File: src/pkg/dma_cto_pkg.sv
// constants, types and timeout table of the dma completion timeout registers
package dma_cto_pkg;
  // ***************
  // register map
  // ***************
  localparam logic [7:0] CAP2_OFF = 8'h64;
  localparam logic [7:0] CTL2_OFF = 8'h68;
  localparam logic [7:0] STAT_OFF = 8'hF0;
  // capabilities two fields and fixed values
  localparam int RANGES_LSB = 0;
  localparam int DIS_SUP_BIT = 4;
  localparam int ARI_FWD_BIT = 5;
  localparam int ATOM_RT_BIT = 6;
  localparam int ATOM32_BIT = 7;
  localparam int ATOM64_BIT = 8;
  localparam int CAS128_BIT = 9;
  localparam int NO_RO_BIT = 10;
  localparam int LTR_BIT = 11;
  localparam int TPH_LSB = 12;
  localparam int EXT_FMT_BIT = 20;
  localparam int PREFIX_BIT = 21;
  localparam logic [3:0] RANGES_DEF = 4'hF;
  localparam logic DIS_SUP_DEF = 1'b1;
  localparam logic NOT_SUP = 1'b0;
  localparam logic NO_RO_DEF = 1'b1;
  localparam logic [1:0] TPH_DEF = 2'h0;
  // control two fields
  localparam int TO_VAL_LSB = 0;
  localparam int TO_DIS_BIT = 4;
  localparam logic [3:0] TO_VAL_RST = 4'h0;
  localparam logic TO_DIS_RST = 1'b0;
  // status fields
  localparam int ST_CNT_LSB = 0;
  localparam int ST_RUN_BIT = 8;
  localparam int ST_SEEN_BIT = 9;
  localparam logic [7:0] OUTST_MAX = 8'hFF;
  // ***************
  // timing
  // ***************
  localparam int CLK_MHZ = 250;
  localparam int TICK_US = 1;
  localparam logic [7:0] TICK_CYC = 8'(CLK_MHZ * TICK_US);
  localparam int TO0_US = 50;
  localparam int TO1_US = 100;
  localparam int TO2_MS = 10;
  localparam int TO5_MS = 55;
  localparam int TO6_MS = 210;
  localparam int TO9_MS = 900;
  localparam int TOA_MS = 3500;
  localparam int TOD_S = 13;
  localparam int TOE_S = 34;

  typedef enum logic [0:0] {TMR_IDLE, TMR_RUN} tmr_state_type;

  typedef struct packed {
    logic ack;
    logic [31:0] rdat;
    logic [3:0] to_val;
    logic to_dis;
    logic seen;
    logic fire;
    logic [7:0] outst;
    logic [25:0] elapsed;
    logic [7:0] tick_cnt;
    tmr_state_type st;
  } state_type;

  // wait limit in ticks; reserved codes fall back to the shortest wait
  function automatic logic [25:0] limit_ticks(input logic [3:0] code);
    case (code)
      4'h1: limit_ticks = 26'(TO1_US / TICK_US);
      4'h2: limit_ticks = 26'(TO2_MS * 1000 / TICK_US);
      4'h5: limit_ticks = 26'(TO5_MS * 1000 / TICK_US);
      4'h6: limit_ticks = 26'(TO6_MS * 1000 / TICK_US);
      4'h9: limit_ticks = 26'(TO9_MS * 1000 / TICK_US);
      4'hA: limit_ticks = 26'(TOA_MS * 1000 / TICK_US);
      4'hD: limit_ticks = 26'(TOD_S * 1000000 / TICK_US);
      4'hE: limit_ticks = 26'(TOE_S * 1000000 / TICK_US);
      default: limit_ticks = 26'(TO0_US / TICK_US);
    endcase
  endfunction
endpackage

File: src/hw/dma_cto_regs.sv
// completion timeout capability, control and watchdog of the dma function
//
// The Wishbone register port is this design's own decision.
`timescale 1ns/1ps
module dma_cto_regs #(
  parameter logic [7:0] TICK_CYCLES = dma_cto_pkg::TICK_CYC
) (
  input wire logic clk_i,
  input wire logic rst_i,
  input wire logic wb_cyc_i,
  input wire logic wb_stb_i,
  input wire logic wb_we_i,
  input wire logic [7:0] wb_adr_i,
  input wire logic [3:0] wb_sel_i,
  input wire logic [31:0] wb_dat_i,
  output logic [31:0] wb_dat_o,
  output logic wb_ack_o,
  input wire logic req_issue_i,
  input wire logic req_done_i,
  output logic [3:0] timeout_value_o,
  output logic timeout_disable_o,
  output logic timeout_o
);
  dma_cto_pkg::state_type s_r;
  dma_cto_pkg::state_type s_nxt;
  logic [31:0] cap_word;
  logic [31:0] ctl_word;
  logic [31:0] stat_word;
  logic req;
  logic wr_ctl;
  logic tick;
  logic [25:0] limit;
  logic due;

  // ***************
  // fixed capability word
  // ***************
  always_comb begin
    cap_word = 32'h0000_0000;
    cap_word[dma_cto_pkg::RANGES_LSB +: 4] = dma_cto_pkg::RANGES_DEF;
    cap_word[dma_cto_pkg::DIS_SUP_BIT] = dma_cto_pkg::DIS_SUP_DEF;
    cap_word[dma_cto_pkg::ARI_FWD_BIT] = dma_cto_pkg::NOT_SUP;
    cap_word[dma_cto_pkg::ATOM_RT_BIT] = dma_cto_pkg::NOT_SUP;
    cap_word[dma_cto_pkg::ATOM32_BIT] = dma_cto_pkg::NOT_SUP;
    cap_word[dma_cto_pkg::ATOM64_BIT] = dma_cto_pkg::NOT_SUP;
    cap_word[dma_cto_pkg::CAS128_BIT] = dma_cto_pkg::NOT_SUP;
    cap_word[dma_cto_pkg::NO_RO_BIT] = dma_cto_pkg::NO_RO_DEF;
    cap_word[dma_cto_pkg::LTR_BIT] = dma_cto_pkg::NOT_SUP;
    cap_word[dma_cto_pkg::TPH_LSB +: 2] = dma_cto_pkg::TPH_DEF;
    cap_word[dma_cto_pkg::EXT_FMT_BIT] = dma_cto_pkg::NOT_SUP;
    cap_word[dma_cto_pkg::PREFIX_BIT] = dma_cto_pkg::NOT_SUP;
  end

  always_comb begin
    ctl_word = 32'h0000_0000;
    ctl_word[dma_cto_pkg::TO_VAL_LSB +: 4] = s_r.to_val;
    ctl_word[dma_cto_pkg::TO_DIS_BIT] = s_r.to_dis;
    stat_word = 32'h0000_0000;
    stat_word[dma_cto_pkg::ST_CNT_LSB +: 8] = s_r.outst;
    stat_word[dma_cto_pkg::ST_RUN_BIT] = (s_r.st == dma_cto_pkg::TMR_RUN);
    stat_word[dma_cto_pkg::ST_SEEN_BIT] = s_r.seen;
  end

  // ***************
  // next state
  // ***************
  always_comb begin
    s_nxt = s_r;
    req = wb_cyc_i && wb_stb_i && !s_r.ack;
    wr_ctl = req && wb_we_i && wb_sel_i[0]
      && (wb_adr_i[7:2] == dma_cto_pkg::CTL2_OFF[7:2]);
    tick = (s_r.tick_cnt == TICK_CYCLES - 8'h01);
    limit = dma_cto_pkg::limit_ticks(s_r.to_val);
    due = 1'b0;
    // bus slave: one-cycle ack, unmapped words read zero
    s_nxt.ack = req;
    s_nxt.rdat = 32'h0000_0000;
    if (req && !wb_we_i) begin
      case (wb_adr_i[7:2])
        dma_cto_pkg::CAP2_OFF[7:2]: s_nxt.rdat = cap_word;
        dma_cto_pkg::CTL2_OFF[7:2]: s_nxt.rdat = ctl_word;
        dma_cto_pkg::STAT_OFF[7:2]: s_nxt.rdat = stat_word;
        default: s_nxt.rdat = 32'h0000_0000;
      endcase
    end
    // accepted at any time, open requests or not
    if (wr_ctl) begin
      s_nxt.to_val = wb_dat_i[dma_cto_pkg::TO_VAL_LSB +: 4];
      s_nxt.to_dis = wb_dat_i[dma_cto_pkg::TO_DIS_BIT];
    end
    // outstanding request count, saturating both ways
    if (req_issue_i && !req_done_i && s_r.outst != dma_cto_pkg::OUTST_MAX) begin
      s_nxt.outst = s_r.outst + 8'h01;
    end else if (req_done_i && !req_issue_i && s_r.outst != 8'h00) begin
      s_nxt.outst = s_r.outst - 8'h01;
    end
    // 1 us tick keeps the wait counter narrow
    s_nxt.tick_cnt = tick ? 8'h00 : s_r.tick_cnt + 8'h01;
    s_nxt.fire = 1'b0;
    case (s_r.st)
      dma_cto_pkg::TMR_IDLE: begin
        s_nxt.elapsed = 26'h000_0000;
        if (s_nxt.outst != 8'h00) begin
          s_nxt.st = dma_cto_pkg::TMR_RUN;
        end
      end
      dma_cto_pkg::TMR_RUN: begin
        if (tick) begin
          s_nxt.elapsed = s_r.elapsed + 26'h000_0001;
          due = (s_nxt.elapsed >= limit);
        end
        // a completion restarts the wait for the next oldest request
        if (req_done_i || due) begin
          s_nxt.elapsed = 26'h000_0000;
        end
        if (s_nxt.outst == 8'h00) begin
          s_nxt.st = dma_cto_pkg::TMR_IDLE;
        end
      end
      default: s_nxt.st = dma_cto_pkg::TMR_IDLE;
    endcase
    // new code counts from the change and uses the new length
    if (wr_ctl && s_nxt.to_val != s_r.to_val) begin
      s_nxt.elapsed = 26'h000_0000;
    end
    // disable written this cycle already suppresses the flag
    s_nxt.fire = due && !s_r.to_dis && !s_nxt.to_dis;
    // sticky seen bit: write one clears, a new timeout wins
    if (req && wb_we_i && wb_sel_i[1]
        && wb_adr_i[7:2] == dma_cto_pkg::STAT_OFF[7:2]
        && wb_dat_i[dma_cto_pkg::ST_SEEN_BIT]) begin
      s_nxt.seen = 1'b0;
    end
    if (s_nxt.fire) begin
      s_nxt.seen = 1'b1;
    end
  end

  always_ff @(posedge clk_i) begin
    if (rst_i) begin
      s_r.ack <= 1'b0;
      s_r.rdat <= 32'h0000_0000;
      s_r.to_val <= dma_cto_pkg::TO_VAL_RST;
      s_r.to_dis <= dma_cto_pkg::TO_DIS_RST;
      s_r.seen <= 1'b0;
      s_r.fire <= 1'b0;
      s_r.outst <= 8'h00;
      s_r.elapsed <= 26'h000_0000;
      s_r.tick_cnt <= 8'h00;
      s_r.st <= dma_cto_pkg::TMR_IDLE;
    end else begin
      s_r <= s_nxt;
    end
  end

  assign wb_ack_o = s_r.ack;
  assign wb_dat_o = s_r.rdat;
  assign timeout_value_o = s_r.to_val;
  assign timeout_disable_o = s_r.to_dis;
  assign timeout_o = s_r.fire;
endmodule

File: config.mk
export PLATFORM = sky130hd
export DESIGN_NAME = dma_cto_regs
export DESIGN_NICKNAME = d
export VERILOG_FILES = /design/src/pkg/dma_cto_pkg.sv /design/src/hw/dma_cto_regs.sv
export SDC_FILE = /design/constraint.sdc
export NUM_CORES = 1
export LEC_CHECK = 0
export CELL_PAD_IN_SITES_DETAIL_PLACEMENT = 0
export CELL_PAD_IN_SITES_GLOBAL_PLACEMENT = 2
export CORE_MARGIN = 10
export CORE_UTILIZATION = 38
export DETAILED_ROUTE_END_ITERATION = 10
export DONT_BUFFER_PORTS = 1
export MAX_ROUTING_LAYER = met4
export PLACE_DENSITY_LB_ADDON = 0.1
export SETUP_SLACK_MARGIN = 0.4
export SKIP_CTS_REPAIR_TIMING = 1
export SLEW_MARGIN = 15
export SYNTH_ARGS = -nofsm -noshare
export SYNTH_HDL_FRONTEND = slang
export SYNTH_SLANG_ARGS = --single-unit
File: constraint.sdc
create_clock -name clk_i -period 4.5 [get_ports clk_i]
set_clock_uncertainty 0.15 [all_clocks]
set_input_delay 0.225 -clock clk_i [delete_from_list [all_inputs] [get_ports clk_i]]
set_output_delay 0.225 -clock clk_i [all_outputs]
set_load 0.02 [all_outputs]
==> results.txt <==
Clock Latency Late Sink: 0.34 ns
diodes inserted: 0
Post-DRT Antenna Nets: 0
CP Capture Type: flip-flop
Cells after Synth: 558
Final Non-Filler Cells: 727
Final #Nets: 640
final count of hold timing violations: 1
Final HPWL DP: 8590 um
worst hold start: wb_dat_i[9]
# rows: 40
pre-CTS setup slack: 0.337 ns
# setup viols final: 0
post-layout min period: 3.88 ns
top cells by area, synth: dfxtp_1, ha_1, buf_4, xnor2_1, nand2_1
Worst R2R Start: s_r[10]
Buf/Inv on CP: 1
first-pass GRT wire length: 18000 um
Critical Path RT: 4.62 ns
worst-path cell chain: ha_2, and4_1, nand3_1, or3_2, nor2_2, nand4_1, xnor2_2, ha_1, a21o_1, a21oi_2, nand4_1, a21oi_4, buf_4, nand4_1, a31oi_1
CTS tree: yes
Overall Power: 1.82 mW
Max stage delay on crit path: 0.53 ns
cell area after synthesis: 4710 um^2
Vias: 3662
DR WL/cell: 15.5 um
grt total ovfl: 0
P_leak: 2.11 nW
Yosys warning count: 0
Starting Density: 39.1%
Power per Cell Area: 352 nW/um^2
post-layout util: 43.0%
drt first pass iters: 4
class of the worst hold path: in -> reg
Synth cell types: 58
Post-synth top cells: dfxtp_1, nand2_1, nor2_1
RSZ-0062 raised after global routing: false
placed cells: 705
Pins Over Slew Limit: 0
Syn Area/Cell: 8.44 um^2
vias in the first global route: 3464
accumulated negative setup slack: 0 ns
CP dominant cell by count: nand4_1
DRT iter0 DRCs: 181
DR DRC count: 0
violated checks: negative hold slack
PortBufs: 0
Setup CP Type: reg -> reg
I/O pin cnt: 90
sequential area share after synthesis: 35.7%
outcome: finished with violations
Die W: 131 um
top cell type by total area after synthesis: dfxtp_1
crit path DAT: 4.00 ns
CTS root buf: clkbuf_16
Worst path top cell family by delay: simple AND/OR/NAND/NOR gates
Die Area: 17300 um^2
Max-Cap Viols: 0
largest net degree at the start of global routing: 23
clock sink count: 84
fmax: 258 MHz
Crit Path Max Fanout: 9
Synth top area share: 35.7%
final wirelength: 11200 um
GPL Wtd Cong: 0.812
chip height: 131 um
gr usage total: 13.0%
EDFF count, synth: 0
Worst Tran Pin Value: 0.785 ns
Critical path origin: s_r[10]
crit path launch type: flip-flop
Synth async-reset ratio: 0%
final worst setup slack: 0.622 ns
Avg Vias per Cell: 5.04
worst-case clock buffer depth: 2
H-tree lvl count: 3
share of cells above drive strength 1: 10.4%
Peak VDD IR: 0.218 mV
flops & latches, synth: 84
critical path's slowest cell: or3_2
antenna violations before repair: 0
worst rel slew slack: 47.3%
total CTS buffers: 9
hold_ws: -0.0111 ns
Placeable Area: 12100 um^2
clk slew on worst S/H paths: 0.06 ns
Post-synth top flop: dfxtp_1
count leader, synth: dfxtp_1
Area growth, synth to finish: 10.1%
Fill cells: 1215
final period utilization: 86.2%
[sequential cells by signal, indices dropped and copies added (netlist names)]
| signal | count |
|---|---|
| timeout_o | 1 |
| timeout_value_o | 4 |
| wb_ack_o | 1 |
| wb_dat_o | 11 |
| s_r | 44 |
| limit | 22 |
| timeout_disable_o | 1 |
[layout make-up]
type                    instances  area [um^2]  share of cell area [%]
clock buffers                  10          239                    4.61
clock inverters                 5          100                    1.93
inverters                      37          139                    2.68
multi-input cells             405         2660                    51.3
flip-flops and latches         84         1690                    32.5
well taps                     168          210                    4.05
repair buffers                 18          153                    2.94
[cells in the final DEF (no fill, tap or decap), types with 9 or more instances in the layout]
| cell type | count |
|---|---|
| buf_4 | 11 |
| inv_1 | 37 |
| conb_1 | 21 |
| clkbuf_16 | 9 |
| nor2_1 | 44 |
| dfxtp_1 | 80 |
| nand3_1 | 29 |
| and3_1 | 10 |
| xor2_1 | 15 |
| nand4_1 | 20 |
| o21ai_0 | 14 |
| ha_1 | 33 |
| a21oi_1 | 31 |
| nand2_1 | 54 |
| xnor2_1 | 23 |
[power breakdown]
group / switching (mW) / internal [mW]
clock network: 0.304 / 0.552
registers: 0.0423 / 0.764
logic: 0.0956 / 0.0663
total: 0.442 / 1.38
[metal layers]
metal	track usage [%]	wire length (um)
met5	-	0
met4	4.88	214
met3	3.96	548
met2	19.2	5050
met1	16.5	5430
[worst min-delay path, cell delays in order]
cell and delay (ns):
nand4_1 0.07, nand3b_1 0.10, o41ai_2 0.06
[through the flow]
step	hold slack, ns	instance area (um^2)
global placement	0.147	4730
detailed placement	0.151	4730
finish	-0.0111	5190
CTS	-0.219	5060
floorplan	0.218	4790
global route	0.00859	5190
[logic make-up after synthesis]
kind of cell / after synthesis / synth area share (%)
AO/OA/AOI/OAI: 89 / 13.2
other: 1 / 0.0796
buffers and inverters: 89 / 10.5
XOR/XNOR: 39 / 7.25
multiplexers: 5 / 1.06
adder cells (fa/ha/maj): 34 / 9.03
flip-flops: 84 / 35.7
AND/OR/NAND/NOR: 217 / 23.3
[final timing paths]
| check | end | slack, ns | cells after the start |
|---|---|---|---|
| max | s_r[18] | 0.62 | 15 |
| min reg2reg | s_r[34] | 0.32 | 2 |
| min | s_r[44] | -0.01 | 3 |
| max reg2reg | s_r[18] | 0.62 | 15 |
Power figures use the tool's default switching activity.
